## src/hdl/aoed_pkg.sv

```systemverilog
// Package for the axis operation error detector
package aoed_pkg;

  // ------------------------------------------------------------
  // Sizes
  // ------------------------------------------------------------
  localparam int NAX = 4;
  localparam int PW  = 32;

  // ------------------------------------------------------------
  // Error codes
  // ------------------------------------------------------------
  localparam logic [31:0] EC_NONE      = 32'h0000_0000;
  localparam logic [31:0] EC_NOT_READY = 32'h0000_3000;
  localparam logic [31:0] EC_SVOFF_RUN = 32'h0000_3001;
  localparam logic [31:0] EC_MAIN_OFF  = 32'h0000_3005;
  localparam logic [31:0] EC_LIM_PLUS  = 32'h0000_3010;
  localparam logic [31:0] EC_LIM_MINUS = 32'h0000_3011;
  localparam logic [31:0] EC_LIM_BOTH  = 32'h0000_3012;
  localparam logic [31:0] EC_SOFT_PLUS = 32'h0000_3020;
  localparam logic [31:0] EC_SOFT_MIN  = 32'h0000_3021;
  localparam logic [31:0] EC_SPD_BASE  = 32'h0000_3025;
  localparam logic [31:0] EC_AXIS_OP   = 32'h0000_3030;
  localparam logic [31:0] EC_ABN_END   = 32'h0000_3031;

  // ------------------------------------------------------------
  // Register offsets
  // ------------------------------------------------------------
  localparam logic [7:0] OFS_CTRL   = 8'h00;
  localparam logic [7:0] OFS_STAT   = 8'h04;
  localparam logic [7:0] OFS_IRQST  = 8'h08;
  localparam logic [7:0] OFS_IRQMSK = 8'h0C;
  localparam logic [7:0] OFS_SLHI   = 8'h10;
  localparam logic [7:0] OFS_SLLO   = 8'h14;
  localparam logic [7:0] OFS_CODE0  = 8'h20;
  localparam int CTRL_SLEN_BIT = 0;
  localparam int CTRL_WARN_BIT = 1;
  localparam int CTRL_CLR_LSB  = 8;

  // ------------------------------------------------------------
  // Reset values
  // ------------------------------------------------------------
  localparam logic [31:0] RST_CTRL = 32'h0000_0000;
  localparam logic [31:0] RST_SLHI = 32'h7FFF_FFFF;
  localparam logic [31:0] RST_SLLO = 32'h8000_0000;

  // Per-axis inputs from the motion core and amplifier
  typedef struct packed {
    logic            start_req;
    logic            servo_on_req;
    logic            servo_lock;
    logic            main_pwr;
    logic            busy;
    logic            lim_plus;
    logic            lim_minus;
    logic signed [PW-1:0] position;
    logic            spd_ovf_valid;
    logic [1:0]      spd_ovf_kind;
    logic            op_fault;
    logic            op_abnormal;
    logic            amp_warning;
  } aoed_axis_in_t;

  typedef enum logic [1:0] {
    AX_IDLE = 2'b00,
    AX_RUN  = 2'b01,
    AX_ERR  = 2'b11
  } aoed_state_t;

endpackage : aoed_pkg

```

## src/hdl/aoed_top.sv

```systemverilog
// Axis operation error detector with AHB-Lite register slave
// Functional notes
// - Start without servo lock refused, code 3000
// - Servo lost while moving gives 3001
// - Servo-on with main power off gives 3005
// - Plus limit active gives 3010
// - Minus limit active gives 3011
// - Both limits active gives 3012 instead
// - Above upper soft limit gives 3020
// - Below lower soft limit gives 3021
// - Speed overflow aborts, gives 3025-3027
// - Operation fault or amp warning gives 3030
// - Abnormal operation end gives 3031
// - Detected only while running, except 3000 and 3005 which are detected in idle
`timescale 1ns/1ns
`default_nettype none
module aoed_top
  import aoed_pkg::*;
(
  input  wire logic                           CLK,
  input  wire logic                           RSTN,
  input  wire logic                           HSEL,
  input  wire logic [31:0]                    HADDR,
  input  wire logic [1:0]                     HTRANS,
  input  wire logic                           HWRITE,
  input  wire logic [2:0]                     HSIZE,
  input  wire logic [31:0]                    HWDATA,
  input  wire logic                           HREADY,
  output logic      [31:0]                    HRDATA,
  output logic                                HREADYOUT,
  output logic                                HRESP,
  input  wire aoed_pkg::aoed_axis_in_t [aoed_pkg::NAX-1:0] AXIS_IN,
  output logic      [aoed_pkg::NAX-1:0]       AXIS_RUN,
  output logic      [aoed_pkg::NAX-1:0]       AXIS_ERR,
  output logic                                IRQ
);
  import aoed_pkg::*;

  // ------------------------------------------------------------
  // Pin synchronisers for limit inputs
  // ------------------------------------------------------------
  logic [NAX-1:0] lp1_q, lp2_q, lp3_q, lm1_q, lm2_q, lm3_q;
  logic [NAX-1:0] lp_q, lm_q, lp_d, lm_d;

  always_comb begin
    lp_d = lp_q;
    lm_d = lm_q;
    for (int i = 0; i < NAX; i++) begin
      // Change accepted once stages two and three agree
      if (lp2_q[i] == lp3_q[i]) lp_d[i] = lp3_q[i];
      if (lm2_q[i] == lm3_q[i]) lm_d[i] = lm3_q[i];
    end
  end

  always_ff @(posedge CLK) begin
    for (int i = 0; i < NAX; i++) begin
      lp1_q[i] <= AXIS_IN[i].lim_plus;
      lm1_q[i] <= AXIS_IN[i].lim_minus;
    end
    lp2_q <= lp1_q;
    lm2_q <= lm1_q;
    lp3_q <= lp2_q;
    lm3_q <= lm2_q;
    if (!RSTN) begin
      lp_q <= '0;
      lm_q <= '0;
    end else begin
      lp_q <= lp_d;
      lm_q <= lm_d;
    end
  end

  // ------------------------------------------------------------
  // Register file state
  // ------------------------------------------------------------
  logic [31:0]    ctrl_q, ctrl_d;
  logic [31:0]    slhi_q, slhi_d, sllo_q, sllo_d;
  logic [NAX-1:0] irqst_q, irqst_d, irqmsk_q, irqmsk_d;
  logic [NAX-1:0] clr_req;

  // ------------------------------------------------------------
  // Per-axis error detection
  // ------------------------------------------------------------
  aoed_state_t    st_q [NAX];
  aoed_state_t    st_d [NAX];
  logic [31:0]    code_q [NAX];
  logic [31:0]    code_d [NAX];
  logic [NAX-1:0] svon_q, svon_d, evt;

  // ------------------------------------------------------------
  // Fault priority
  // ------------------------------------------------------------
  // Fixed priority: the first fault seen is latched and kept
  function automatic logic [31:0] first_fault(input aoed_axis_in_t a,
                                              input logic lp, input logic lm,
                                              input logic slen, input logic warn,
                                              input logic signed [PW-1:0] hi,
                                              input logic signed [PW-1:0] lo);
    logic [31:0] c;
    c = EC_NONE;
    if (lp && lm) c = EC_LIM_BOTH;
    else if (lp) c = EC_LIM_PLUS;
    else if (lm) c = EC_LIM_MINUS;
    else if (!a.servo_lock) c = EC_SVOFF_RUN;
    else if (slen && a.position > hi) c = EC_SOFT_PLUS;
    else if (slen && a.position < lo) c = EC_SOFT_MIN;
    else if (a.spd_ovf_valid && a.spd_ovf_kind != 2'b11)
      c = EC_SPD_BASE + {30'h0000_0000, a.spd_ovf_kind};
    else if (a.op_fault || (warn && a.amp_warning)) c = EC_AXIS_OP;
    else if (a.op_abnormal) c = EC_ABN_END;
    return c;
  endfunction : first_fault

  always_comb begin
    evt    = '0;
    svon_d = svon_q;
    for (int i = 0; i < NAX; i++) begin
      logic [31:0] f;
      f          = EC_NONE;
      st_d[i]    = st_q[i];
      code_d[i]  = code_q[i];
      svon_d[i]  = AXIS_IN[i].servo_on_req;
      unique case (st_q[i])
        AX_IDLE: begin
          if (AXIS_IN[i].servo_on_req && !svon_q[i] && !AXIS_IN[i].main_pwr) begin
            code_d[i] = EC_MAIN_OFF;
            st_d[i]   = AX_ERR;
            evt[i]    = 1'b1;
          end else if (AXIS_IN[i].start_req) begin
            if (!AXIS_IN[i].servo_lock) begin
              code_d[i] = EC_NOT_READY;
              st_d[i]   = AX_ERR;
              evt[i]    = 1'b1;
            end else begin
              st_d[i] = AX_RUN;
            end
          end
        end
        AX_RUN: begin
          // Checks only armed while an operation runs
          f = first_fault(AXIS_IN[i], lp_q[i], lm_q[i],
                          ctrl_q[CTRL_SLEN_BIT], ctrl_q[CTRL_WARN_BIT],
                          slhi_q, sllo_q);
          if (f != EC_NONE) begin
            code_d[i] = f;
            st_d[i]   = AX_ERR;
            evt[i]    = 1'b1;
          end else if (!AXIS_IN[i].busy) begin
            st_d[i] = AX_IDLE;
          end
        end
        AX_ERR: begin
          // Error reset touches this axis alone
          if (clr_req[i]) begin
            code_d[i] = EC_NONE;
            st_d[i]   = AX_IDLE;
          end
        end
        default: st_d[i] = AX_IDLE;
      endcase
    end
  end

  always_ff @(posedge CLK) begin
    if (!RSTN) begin
      svon_q <= '0;
      for (int i = 0; i < NAX; i++) begin
        st_q[i]   <= AX_IDLE;
        code_q[i] <= EC_NONE;
      end
    end else begin
      svon_q <= svon_d;
      for (int i = 0; i < NAX; i++) begin
        st_q[i]   <= st_d[i];
        code_q[i] <= code_d[i];
      end
    end
  end

  // ------------------------------------------------------------
  // AHB-Lite slave
  // ------------------------------------------------------------
  logic        ph_q, ph_d, wr_q, wr_d;
  logic [7:0]  ad_q, ad_d;
  logic [31:0] rdata_q, rdata_d;
  logic        rd_st;

  function automatic logic [31:0] read_mux(input logic [7:0] a);
    logic [31:0] r;
    r = 32'h0000_0000;
    if (a == OFS_CTRL) r = ctrl_q;
    else if (a == OFS_STAT) begin
      for (int i = 0; i < NAX; i++) begin
        r[2*i +: 2] = st_q[i];
      end
    end
    else if (a == OFS_IRQST) r[NAX-1:0] = irqst_q;
    else if (a == OFS_IRQMSK) r[NAX-1:0] = irqmsk_q;
    else if (a == OFS_SLHI) r = slhi_q;
    else if (a == OFS_SLLO) r = sllo_q;
    else begin
      for (int i = 0; i < NAX; i++) begin
        if (a == OFS_CODE0 + 8'(4*i)) r = code_q[i];
      end
    end
    return r;
  endfunction : read_mux

  always_comb begin
    ph_d    = HSEL && HREADY && HTRANS[1];
    wr_d    = HWRITE;
    ad_d    = {HADDR[7:2], 2'b00};
    rdata_d = read_mux(ad_d);
    ctrl_d  = ctrl_q;
    slhi_d  = slhi_q;
    sllo_d  = sllo_q;
    irqmsk_d = irqmsk_q;
    clr_req = '0;
    rd_st   = ph_d && !HWRITE && (ad_d == OFS_IRQST);
    if (ph_q && wr_q) begin
      if (ad_q == OFS_CTRL) begin
        ctrl_d  = HWDATA;
        ctrl_d[CTRL_CLR_LSB +: NAX] = '0;
        clr_req = HWDATA[CTRL_CLR_LSB +: NAX];
      end
      if (ad_q == OFS_SLHI) slhi_d = HWDATA;
      if (ad_q == OFS_SLLO) sllo_d = HWDATA;
      if (ad_q == OFS_IRQMSK) irqmsk_d = HWDATA[NAX-1:0];
    end
    // Read clears, but a new event in that cycle survives
    irqst_d = (rd_st ? '0 : irqst_q) | evt;
  end

  always_ff @(posedge CLK) begin
    if (!RSTN) begin
      ph_q     <= 1'b0;
      wr_q     <= 1'b0;
      ad_q     <= 8'h00;
      rdata_q  <= 32'h0000_0000;
      ctrl_q   <= RST_CTRL;
      slhi_q   <= RST_SLHI;
      sllo_q   <= RST_SLLO;
      irqst_q  <= '0;
      irqmsk_q <= '0;
    end else begin
      ph_q     <= ph_d;
      wr_q     <= wr_d;
      ad_q     <= ad_d;
      rdata_q  <= rdata_d;
      ctrl_q   <= ctrl_d;
      slhi_q   <= slhi_d;
      sllo_q   <= sllo_d;
      irqst_q  <= irqst_d;
      irqmsk_q <= irqmsk_d;
    end
  end

  // ------------------------------------------------------------
  // Registered outputs
  // ------------------------------------------------------------
  logic [NAX-1:0] run_d, err_d;
  logic           irq_d;

  always_comb begin
    for (int i = 0; i < NAX; i++) begin
      run_d[i] = (st_d[i] == AX_RUN);
      err_d[i] = (st_d[i] == AX_ERR);
    end
    irq_d = |(irqst_d & irqmsk_d);
  end

  always_ff @(posedge CLK) begin
    if (!RSTN) begin
      AXIS_RUN <= '0;
      AXIS_ERR <= '0;
      IRQ      <= 1'b0;
    end else begin
      AXIS_RUN <= run_d;
      AXIS_ERR <= err_d;
      IRQ      <= irq_d;
    end
  end

  // ------------------------------------------------------------
  // Bus response
  // ------------------------------------------------------------
  // Zero wait states: every register answers in its data phase
  always_ff @(posedge CLK) begin
    if (!RSTN) begin
      HREADYOUT <= 1'b1;
      HRESP     <= 1'b0;
    end else begin
      HREADYOUT <= 1'b1;
      HRESP     <= 1'b0;
    end
  end

  assign HRDATA = rdata_q;

endmodule : aoed_top
`default_nettype wire

```

## config.mk

```make
export PLATFORM = sky130hd
export DESIGN_NAME = aoed_top
export DESIGN_NICKNAME = d
export VERILOG_FILES = /design/src/hdl/aoed_pkg.sv /design/src/hdl/aoed_top.sv
export SDC_FILE = /design/constraint.sdc
export NUM_CORES = 1
export LEC_CHECK = 0
export BUFFER_PORTS_ARGS = -buffer_cell sky130_fd_sc_hd__buf_2
export CORE_ASPECT_RATIO = 0.7
export CORE_MARGIN = 2
export CORE_UTILIZATION = 60
export CTS_BUF_LIST = sky130_fd_sc_hd__clkbuf_16
export DETAILED_ROUTE_END_ITERATION = 10
export PLACE_DENSITY = 0.91
export SLEW_MARGIN = 30
export SYNTH_ARGS = -nofsm -noshare
export SYNTH_HDL_FRONTEND = slang
export SYNTH_SLANG_ARGS = --single-unit
```

## constraint.sdc

```tcl
create_clock -name CLK -period 6.7 [get_ports CLK]
set_input_delay 0.67 -clock CLK [delete_from_list [all_inputs] [get_ports CLK]]
set_output_delay 0.67 -clock CLK [all_outputs]
set_load 0.02 [all_outputs]
```

======== Word level (Yosys, flattened, before mapping) ========
Memories as Yosys holds them, arrays and structs flattened.
Index checks and enable logic that the tools add are counted.
word-level totals
  bits in registers ....................... 187
  bits in writable memories ............... 136
  input bits .............................. 254
  output and inout port bits .............. 43
  logic and storage cells ................. 295
  memories kept ........................... 2
cells by class
  add/sub/neg operators ................... 4
  order comparisons ....................... 8
  eq/ne operators ......................... 40
  muxes and demuxes ....................... 140
  bitwise logic cells ..................... 11
  reduce and logical (&&, ||, !) cells .... 61
memory list
  name    words  bits a word  read ports  clocked after Yosys merged registers in  wr ports  RTL line        source
  code_q  4      32           4           0                                        4         aoed_top.sv:86  logic [31:0] code_q [NAX];
  st_q    4      2            4           0                                        4         aoed_top.sv:84  aoed_state_t st_q [NAX];
operator list
  cell                                                 number
  2-to-1 mux 32 bit                                    35
  2-to-1 mux 15 bit                                    28
  one-hot mux 32 bit (3 select lines)                  4
  > comparator 32 bit                                  4
  less-than comparator 32 bit                          4
  nonzero test 32 bit                                  4
  2-to-1 mux 14 bit                                    8
  adder 14 x 2 -> 15 bit, first input constant         4
  2-to-1 mux 2 bit                                     28
  2-to-1 mux 28 bit                                    2
  logical AND 1 bit                                    33
  2-to-1 mux 4 bit                                     7
  equality test 6 x 4 -> 1 bit, second input constant  4
  2-to-1 mux 24 bit                                    1
  one-hot mux 2 bit (3 select lines)                   4
  2-to-1 mux 1 bit                                     18
  equality test 2 x 1 -> 1 bit, second input constant  8
  equality test 2 bit, second input constant           8
  equality test 8 x 5 -> 1 bit, second input constant  2
  equality test 6 x 2 -> 1 bit, second input constant  2
  equality test 6 x 3 -> 1 bit, second input constant  2
  zero test 1 bit                                      9
  equality test 1 bit                                  8
  equality test 8 x 4 -> 1 bit, second input constant  1
  other kinds (15)                                     36

======== Longest topological paths before layout ========
Gate-level depths: netlist (run 1).
  depth after elaboration ................. 17
  mapped depth ............................ 12
  depth with buffers taken out ............ 11

======== Least setup slack after synthesis (run 1) ========
No wires, ideal clock.
  kind .................................... input to register
  from .................................... input port AXIS_IN[7] (netlist name)
  to ...................................... register IRQ
  setup time .............................. 0.124 ns
  arrival time ............................ 3.358 ns
  required time ........................... 6.576 ns
  path slack .............................. 3.217 ns
  stages on the path ...................... 9
  path buffers ............................ 0
  cell sequence ........................... ha_1 -> a2111oi_2 -> nor4_1 -> a311o_1 -> a2111oi_2 -> mux2_2 -> o31ai_2 -> nand3_1 -> a2111o_1
between the ends
  longest elaborated chain between the ends .. 15
  elaborated cells on any way between the ends .. 17
  classes of those cells .................. 2 x order compare; 9 x mux; 2 x bitwise; 4 x reduce/logical
ends and longest elaborated chain
  what                                  RTL line         source
  start, declared                       aoed_top.sv:32   input wire aoed_pkg::aoed_axis_in_t [aoed_pkg::NAX-1:0] AXIS_IN,
  less-than comparator 32 bit           aoed_top.sv:106  else if (slen && a.position < lo) c = EC_SOFT_MIN;
  logical AND 1 bit                     aoed_top.sv:106
  2-to-1 mux 15 bit                     aoed_top.sv:106
  2-to-1 mux 15 bit *                   aoed_top.sv:105  else if (slen && a.position > hi) c = EC_SOFT_PLUS;
  2-to-1 mux 15 bit *                   aoed_top.sv:104  else if (!a.servo_lock) c = EC_SVOFF_RUN;
  2-to-1 mux 15 bit *                   aoed_top.sv:103  else if (lm) c = EC_LIM_MINUS;
  2-to-1 mux 15 bit *                   aoed_top.sv:102  else if (lp) c = EC_LIM_PLUS;
  2-to-1 mux 15 bit *                   aoed_top.sv:101  if (lp && lm) c = EC_LIM_BOTH;
  2-to-1 mux 32 bit *                   aoed_top.sv:123  unique case (st_q[i])
  nonzero test 32 bit *                 aoed_top.sv:144  if (f != EC_NONE) begin
  2-to-1 mux 1 bit *                    aoed_top.sv:144
  one-hot mux 1 bit (2 select lines) *  aoed_top.sv:123
  bitwise OR 4 bit *                    aoed_top.sv:231  irqst_d = (rd_st ? '0 : irqst_q) | evt;
  bitwise AND 4 bit *                   aoed_top.sv:269  irq_d = |(irqst_d & irqmsk_d);
  OR reduction 4 bit *                  aoed_top.sv:269
  end signal, assigned                  aoed_top.sv:280  IRQ <= irq_d;
  end, declared                         aoed_top.sv:35   output logic IRQ
Every way passes the cells marked *; elsewhere a longest branch is shown, timed or not. The select of a mux whose other input is x is not followed.
A chain may end at the register's enable or synchronous reset.

==> results of run 1 <==
==> cell families after synthesis <==
family,after synthesis
fa+ha+maj,260
buf+inv,156
other cells,2
compound gates,479
mux,21
flops,221
simple gates,559
==> placed cells by master (no fill, tap or decap), types with 5 or more instances in the layout <==
cell type  Yosys  final
buf_2          2    264
ha_1         260    260
nand2_1      258    257
dfxtp_1      221    221
a21oi_1      205    205
inv_1         96     99
nor2_1        91     89
o21ai_0       60     60
nand4_1       43     43
o211ai_1      40     40
nand3_1       33     33
nor2b_1       26     26
a222oi_1      23     23
a22oi_1       21     21
clkbuf_16      0     21
a21o_1        20     20
nand2b_1      17     17
nor3_1        18     16
and2_1        16     16
and4_1        11     11
a31oi_1       11     11
a211oi_1      10     10
a221oi_1       9      9
mux2i_1        9      9
and3_1         9      9
buf_4          2      9
mux2_2         6      6
mux4_2         6      6
a21boi_0       5      5
nor3b_1        5      5
or3_1          5      5
o21a_1         5      5
nor4_1         5      5
clkinv_2       0      5
o31ai_1        5      5
a311oi_1       5      5
==> state kept, by name, summed over array words and instances, names as in the netlist, 6 cells and up <==
register and count:
ctrl_q 28, slhi_q 32, code_q 28, st_q 8, sllo_q 32, HRDATA 32, ad_q 6
==> power groups by stage <==
stage	Clock, mW	Combinational [mW]	Sequential (mW)
2_1_floorplan	0	0.381	1.46
3_3_place_gp	0	0.581	1.47
3_5_place_dp	0	0.606	1.48
4_1_cts	1.21	0.620	1.45
5_1_grt	1.26	0.694	1.46
6_report	1.21	0.641	1.46
==> stage by stage <==
| step | utilization (%) | power, mW |
|---|---|---|
| final | 70.5 | 3.31 |
| after CTS | 70.5 | 3.27 |
| after detailed placement | 67.6 | 2.08 |
| after floorplan | - | 1.84 |
| after global routing | 70.5 | 3.41 |
| after global placement | 67.6 | 2.05 |
==> final timing paths <==
check	slack (ns)	end	depth (start not counted)	start
setup / recovery	2.66	code_q[0][4]	11	slhi_q[5]
hold reg to reg	0.33	lp2_q[2]	0	lp1_q[2]
setup reg to reg	2.66	code_q[0][4]	11	slhi_q[5]
hold / removal	0.27	lp1_q[1]	1	AXIS_IN[84]
==> routing by layer <==
| metal | wire length [um] | global-route usage [%] | vias up |
|---|---|---|---|
| li1 | - | - | 6752 |
| met1 | 19700 | 52.5 | 6766 |
| met2 | 20600 | 58.1 | 1063 |
| met3 | 6690 | 8.56 | 172 |
| met4 | 1930 | 12.4 | 4 |
| met5 | 27 | 0 | - |
==> layout make-up <==
cell class / count / area (um2)
Antenna cell: 3 / 7.51
Tap cell: 318 / 398
Sequential cell: 221 / 4420
Timing Repair Buffer: 273 / 1390
Inverter: 97 / 365
Clock inverter: 14 / 153
Multi-Input combinational cell: 1321 / 9370
Clock buffer: 21 / 526
Fill cell: 1854 / 6950
==> metrics.md, run 1 <==
| Metric | Value |
|---|---|
| Largest stage delay on the critical path | `0.62 ns` |
| Leakage | `7.52 nW` |
| Netlist cell types | `80` |
| Req. time, crit path | `7.06 ns` |
| CTS sink cnt | `221` |
| Post-route ant nets | `0` |
| Power Dens Cells | `199 mW/mm2` |
| Mapped Nets | `2212` |
| Comb power frac | `19.4%` |
| Setup crit end kind | `flop` |
| Register clock-pin slew on the reported worst setup and hold paths | `0.07 ns` |
| YS warnings | `0` |
| CP max FO | `5` |
| Antenna violations before repair | `4` |
| Later-pin clock latency in the skew report | `0.50 ns` |
| Count leader, synth | `ha_1` |
| RSZ-0062 raised after global routing | `false` |
| Die Span Y | `133 um` |
| Remaining Overflow, GRT | `0` |
| Fin area | `0.0166 mm2` |
| Sequential area share after synthesis | `30.8%` |
| DP Worst Slack | `2.61 ns` |
| Internal power consumption | `2.33 mW` |
| Number of global-route vias before repair | `13.6k` |
| XOR/XNOR Fraction of Synth Area | `0%` |
| Largest net degree at the start of global routing | `74` |
| Detailed-placement wirelength estimate | `37.6 mm` |
| Placed Cells | `2230` |
| Global-route wire length before repair | `74.5 mm` |
| Seq pwr share | `44.0%` |
| Compound-Gate Fraction of Synth Area | `21.8%` |
| Worst setup margin | `2.66 ns` |
| Post-route minimum period | `4.04 ns` |
| Die X-Extent | `189 um` |
| Status | `completed` |
| CTS tree | `done` |
| Fmax | `0.247 GHz` |
| Nets | `2448` |
| Bufs on Longest Clock Path | `3` |
| CP startpoint kind | `flop` |
| DRT iter0 DRCs | `2114` |
| Setup TNS | `0 ns` |
| Final RePlAce weighted congestion | `1.02` |
| Critical path buffers and inverters | `1` |
| Max VDD drop | `0.000178 V` |
| Final count of pins violating max slew | `0` |
| Port Buf Inserts | `264` |
| Ys flop type | `dfxtp_1` |
| Adder-cell share of the synthesized area | `22.7%` |
| Vias after detailed routing | `14.8k` |
| Highest-delay cell along the critical path | `a221oi_1` |
| I/O pin count | `297` |
| Routed vias/inst | `6.51` |
| # Post-CTS Setup Buffers | `0` |
| Most used cell, CP | `a21oi_1` |
| Maximum capacitance violations | `0` |
| Final hold slack | `0.272 ns` |
| Top post-synthesis cells by area | `dfxtp_1 31%, ha_1 23%, a21oi_1 7.1%, nand2_1 6.7%, inv_1 2.5%` |
| Layout cells sized above 1 | `18.0%` |
| Slew headroom | `34.8%` |
| # setup viols final | `0` |
| Hold Fails Final Rpt | `0` |
| Post-Synth Simple-Gate Area | `18.4%` |
| Root Driver | `clkbuf_16` |
| Cell Rows | `47` |
| Hold Path Class | `input pin to flop` |
| Top post-synthesis cells by count | `260 x ha_1, 258 x nand2_1, 221 x dfxtp_1` |
| Non-filler instance count after layout | `2268` |
| GRT Util Overall | `37.7%` |
| Post-DP Area | `0.0159 mm2` |
| EDFF count, synth | `0` |
| Resize count post-CTS | `0` |
| Core footprint | `0.0236 mm2` |
| DRC | `0` |
| Crit path DAT | `4.40 ns` |
| # H-tree levels | `1` |
| Hold_buf cts | `0` |
| Worst slew pin tran | `0.966 ns` |
| Cell family with most CP delay | `compound AO/OA/AOI/OAI gates` |
| Clock power share | `36.6%` |
| Drt pass-1 iters | `7` |
| Top cell type's share of synthesized area | `30.8%` |
| Mux cell area share after synthesis | `2.04%` |
| Main combinational cell family by area after synthesis | `adder cells` |
| Post-synth top area cell | `dfxtp_1` |
| Avg WL per Cell | `21.6 um` |
| Total CTS buffers | `20` |
| Fraction of registers with async set or reset after synthesis | `0%` |
| Routed WL | `48.9 mm` |
| Crit share post-route | `60.4%` |
| Worst setup path class | `flop to flop` |
| Worst-path cell chain | `inv_1 -> ha_1 -> a21oi_1 -> o21ai_0 -> a221oi_1 -> nor3_1 -> or4_1 -> a21oi_1 -> nor2_1 -> a311oi_1 -> o2bb2ai_1` |
| Mean Syn Cell Area | `8.45 um2` |
| Area Overhead vs Synth | `15.9%` |
| Flops & latches, synth | `221` |
| Cells after Synth | `1698` |
| Starting Density | `60.9%` |
| Sw frac | `29.4%` |
| Die ar. | `0.0252 mm2` |
| Worst Clk Skew | `0.0146 ns` |
| P_sw | `0.972 mW` |
| Synth Cell Area | `0.0144 mm2` |
(Power assumes the default switching activity.)
==> inputs of run 2 (changes only) <==
--- a/config.mk
+++ b/config.mk
@@ -8,10 +8,10 @@
 export BUFFER_PORTS_ARGS = -buffer_cell sky130_fd_sc_hd__buf_2
 export CORE_ASPECT_RATIO = 0.7
 export CORE_MARGIN = 2
-export CORE_UTILIZATION = 60
+export CORE_UTILIZATION = 51
 export CTS_BUF_LIST = sky130_fd_sc_hd__clkbuf_16
 export DETAILED_ROUTE_END_ITERATION = 10
-export PLACE_DENSITY = 0.91
+export PLACE_DENSITY = 0.83
 export SLEW_MARGIN = 30
 export SYNTH_ARGS = -nofsm -noshare
 export SYNTH_HDL_FRONTEND = slang
==> constraint.sdc (replaced) <==
create_clock -name CLK -period 3.4 [get_ports CLK]
set_input_delay 0.34 -clock CLK [delete_from_list [all_inputs] [get_ports CLK]]
set_output_delay 0.34 -clock CLK [all_outputs]
set_load 0.02 [all_outputs]
==> run 2 against run 1 <==
Setup slack lost 2.6 ns. Critical path type unchanged. Wire length grew 0.93%. Flip-flop and latch count is the same. Hold slack lost 0.22 ns. Cell count grew 4.8%. Utilization shrank 8.7 points. Combinational power grew 100%. Clock power grew 81%. Die area grew 17%.
==> metrics.md, run 2 (synthesized netlist as in run 1, its figures left out) <==
| Metric | Value |
|---|---|
| Most common cell after layout, fill and taps aside | `buf_2` |
| Die Span Y | `144 um (+8.2%)` |
| Die X-Extent | `205 um (+8.3%)` |
| CP startpoint kind | `flop` |
| Worst R2R End | `code_q[1][2]` |
| Hold Path Class | `input pin to flop` |
| Cell Rows | `51 (+8.5%)` |
| Routing usage on met1 | `47.3% (-5.2 points)` |
| Die ar. | `0.0295 mm2 (+17%)` |
| Sw frac | `29.4% (about the same)` |
| Leakage | `7.77 nW (+3.3%)` |
| Worst Clk Skew | `0.0166 ns (+0.00191 ns)` |
| Register clock-pin slew on the reported worst setup and hold paths | `0.07 ns (about the same)` |
| Vias after detailed routing | `14.5k (-1.7%)` |
| Fmax | `0.302 GHz (+22%)` |
| Crit share post-route | `97.5% (+37 points)` |
| Placed Cells | `2325 (+4.3%)` |
| Nets | `2500 (+2.1%)` |
| Routed vias/inst | `6.11 (-6.1%)` |
| # H-tree levels | `1 (unchanged)` |
| Req. time, crit path | `3.80 ns (-3.26 ns)` |
| Largest net degree at the start of global routing | `73 (-1.4%)` |
| Port Buf Inserts | `264 (unchanged)` |
| Worst reg-to-reg setup slack | `0.09 ns (-2.57 ns)` |
| # setup viols final | `0 (unchanged)` |
| Worst r2r src | `slhi_q[10]` |
| Post-route ant nets | `0 (unchanged)` |
| CP max FO | `6 (+1)` |
| P_sw | `1.87 mW (+93%)` |
| Crit path DAT | `3.71 ns (-0.69 ns)` |
| Setup crit end kind | `flop` |
| Area of the multi-input gates | `0.00946 mm2 (+0.97%)` |
| Number of global-route vias before repair | `13.0k (-4.2%)` |
| Area Overhead vs Synth | `19.6%` |
| RSZ-0062 raised after global routing | `true` |
| Non-filler instance count after layout | `2376 (+4.8%)` |
| Avg WL per Cell | `20.8 um (-3.7%)` |
| Critical path buffers and inverters | `2 (+1)` |
| Starting Density | `51.7% (-9.2 points)` |
| Total CTS buffers | `21 (+5.0%)` |
| Max VDD drop | `0.000301 V (+69%)` |
| Drt pass-1 iters | `6 (-1)` |
| Status | `completed` |
| Global-route wire length before repair | `73.2 mm (-1.7%)` |
| Largest stage delay on the critical path | `0.61 ns (about the same)` |
| I/O pin count | `297 (unchanged)` |
| Final RePlAce weighted congestion | `1.02 (-0.31%)` |
| Highest-delay cell along the critical path | `or4b_1` |
| Routed WL | `49.4 mm (+0.93%)` |
| Final hold slack | `0.0479 ns (-0.224 ns)` |
| Maximum capacitance violations | `0 (unchanged)` |
| Seq pwr share | `45.0% (+1.0 points)` |
| Bufs on Longest Clock Path | `3 (unchanged)` |
| Met2 Use GR | `48.2% (-9.9 points)` |
| Worst r2r path cells | `12 (+1)` |
| Core footprint | `0.0278 mm2 (+18%)` |
| CTS sink cnt | `221 (unchanged)` |
| Antenna violations before repair | `8 (+4)` |
| Worst setup path class | `flop to flop` |
| Worst-path cell chain | `inv_1 -> buf_4 -> ha_1 -> nand4_1 -> nor2_1 -> a221o_1 -> o31a_1 -> or4b_1 -> nand2_1 -> or2_1 -> o22ai_1 -> o221a_1` |
| Later-pin clock latency in the skew report | `0.51 ns (about the same)` |
| Hold Path End | `svon_q[1]` |
| M3 GR Usage | `6.11% (-2.5 points)` |
| Root Driver | `clkbuf_16` |
| Slew headroom | `43.1% (+8.3 points)` |
| Internal power consumption | `4.50 mW (+93%)` |
| FF+latch area | `0.00442 mm2 (unchanged)` |
| Hold Fails Final Rpt | `0 (unchanged)` |
| Post-route minimum period | `3.31 ns (-0.730 ns)` |
| DRT iter0 DRCs | `1607 (-24%)` |
| Remaining Overflow, GRT | `0 (unchanged)` |
| Comb power frac | `20.6% (+1.2 points)` |
| Worst slew pin tran | `0.854 ns (-0.112 ns)` |
| Clock power share | `34.4% (-2.2 points)` |
| WHS Path Cells | `2 (+1)` |
| Power Dens Cells | `371 mW/mm2 (+87%)` |
| Hold Startpoint | `AXIS_IN[88]` |
| Detailed-placement wirelength estimate | `39.3 mm (+4.6%)` |
| Cell family with most CP delay | `simple AND/OR/NAND/NOR gates` |
| Most Used Layer, Global Route | `met2` |
| DRC | `0 (unchanged)` |
| CTS tree | `done` |
| GRT Util Overall | `32.4% (-5.4 points)` |
| Fillcell total | `2390 (+29%)` |
| Commonest cells after routing, fill and taps aside | `264 x buf_2, 260 x ha_1, 257 x nand2_1` |
| Layout cells sized above 1 | `20.0% (+2.0 points)` |
| Final count of pins violating max slew | `0 (unchanged)` |
run 2: cell types whose count changed in the layout (fill, tap and decap cells not counted), moves of 4 or more:
cell,delta
diode_2,+4
dlygate4sd3_1,+8
clkinv_2,-4
o21ai_0,-4
o21ai_1,+4
buf_4,+41
run 2: layer usage:
layer | up-vias | wire length [um]
li1 | 6843 | -
met1 | 6733 | 21600
met2 | 836 | 20300
met3 | 97 | 5940
met4 | 4 | 1430
met5 | - | 30
run 2: worst max path at each step:
stage	from	endpoint	slack, ns	depth (start not counted)
detailed placement	sllo_q[5]	IRQ	-0.009	12
global route	sllo_q[1]	AXIS_RUN[0]	-0.009	11
finish	slhi_q[10]	code_q[1][2]	0.09	12
global placement	sllo_q[5]	IRQ	0.01	12
floorplan	sllo_q[1]	IRQ	0.19	10
CTS	sllo_q[25]	IRQ	0.002	13
run 2: cell type report:
type                       instances  share of cell area, %
inverter                          97                   2.13
tap                              371                   2.70
clock inverter                    14                  0.539
sequential                       221                   25.8
clock buffer                      21                   3.06
timing repair buffer             324                   10.6
multi-input combinational       1321                   55.1
antenna                            7                  0.102
run 2: power by group through the flow:
| stage | clock (mW) | combinational, mW | sequential [mW] |
|---|---|---|---|
| 3_5_place_dp | 0 | 1.24 | 2.91 |
| 5_1_grt | 2.31 | 1.45 | 2.87 |
| 6_report | 2.19 | 1.31 | 2.86 |
| 3_3_place_gp | 0 | 1.21 | 2.91 |
| 4_1_cts | 2.21 | 1.26 | 2.86 |
| 2_1_floorplan | 0 | 0.751 | 2.88 |
run 2: stage by stage:
stage	area, um2	power, mW	TNS (ns)	setup slack [ns]	util, %
6_report	17200	6.37	0	0.0859	61.9
5_1_grt	17200	6.64	-0.0129	-0.00908	61.8
4_1_cts	17000	6.33	0	0.00228	61.4
3_5_place_dp	16300	4.15	-0.00904	-0.00904	58.9
3_3_place_gp	16300	4.11	0	0.0115	58.9
2_1_floorplan	14400	3.63	0	0.192	-
run 2: repair_timing:
action | in CTS | in global routing
pin swaps | 0 | 5
buffers inserted | 0 | 1
cloned | 0 | 0
gates resized for setup | 1 | 22
hold buffers | 8 | 0
setup endpoints to repair | 3 | 29
endpoints found under the hold margin | 8 | 0
run 2: worst register-to-register path, stage by stage (launching register included):
cell and delay, ns:
dfxtp_1 0.33, inv_1 0.13, buf_4 0.17, ha_1 0.28, nand4_1 0.13, nor2_1 0.06, a221o_1 0.33, o31a_1 0.32
or4b_1 0.61, nand2_1 0.17, or2_1 0.25, o22ai_1 0.16, o221a_1 0.26
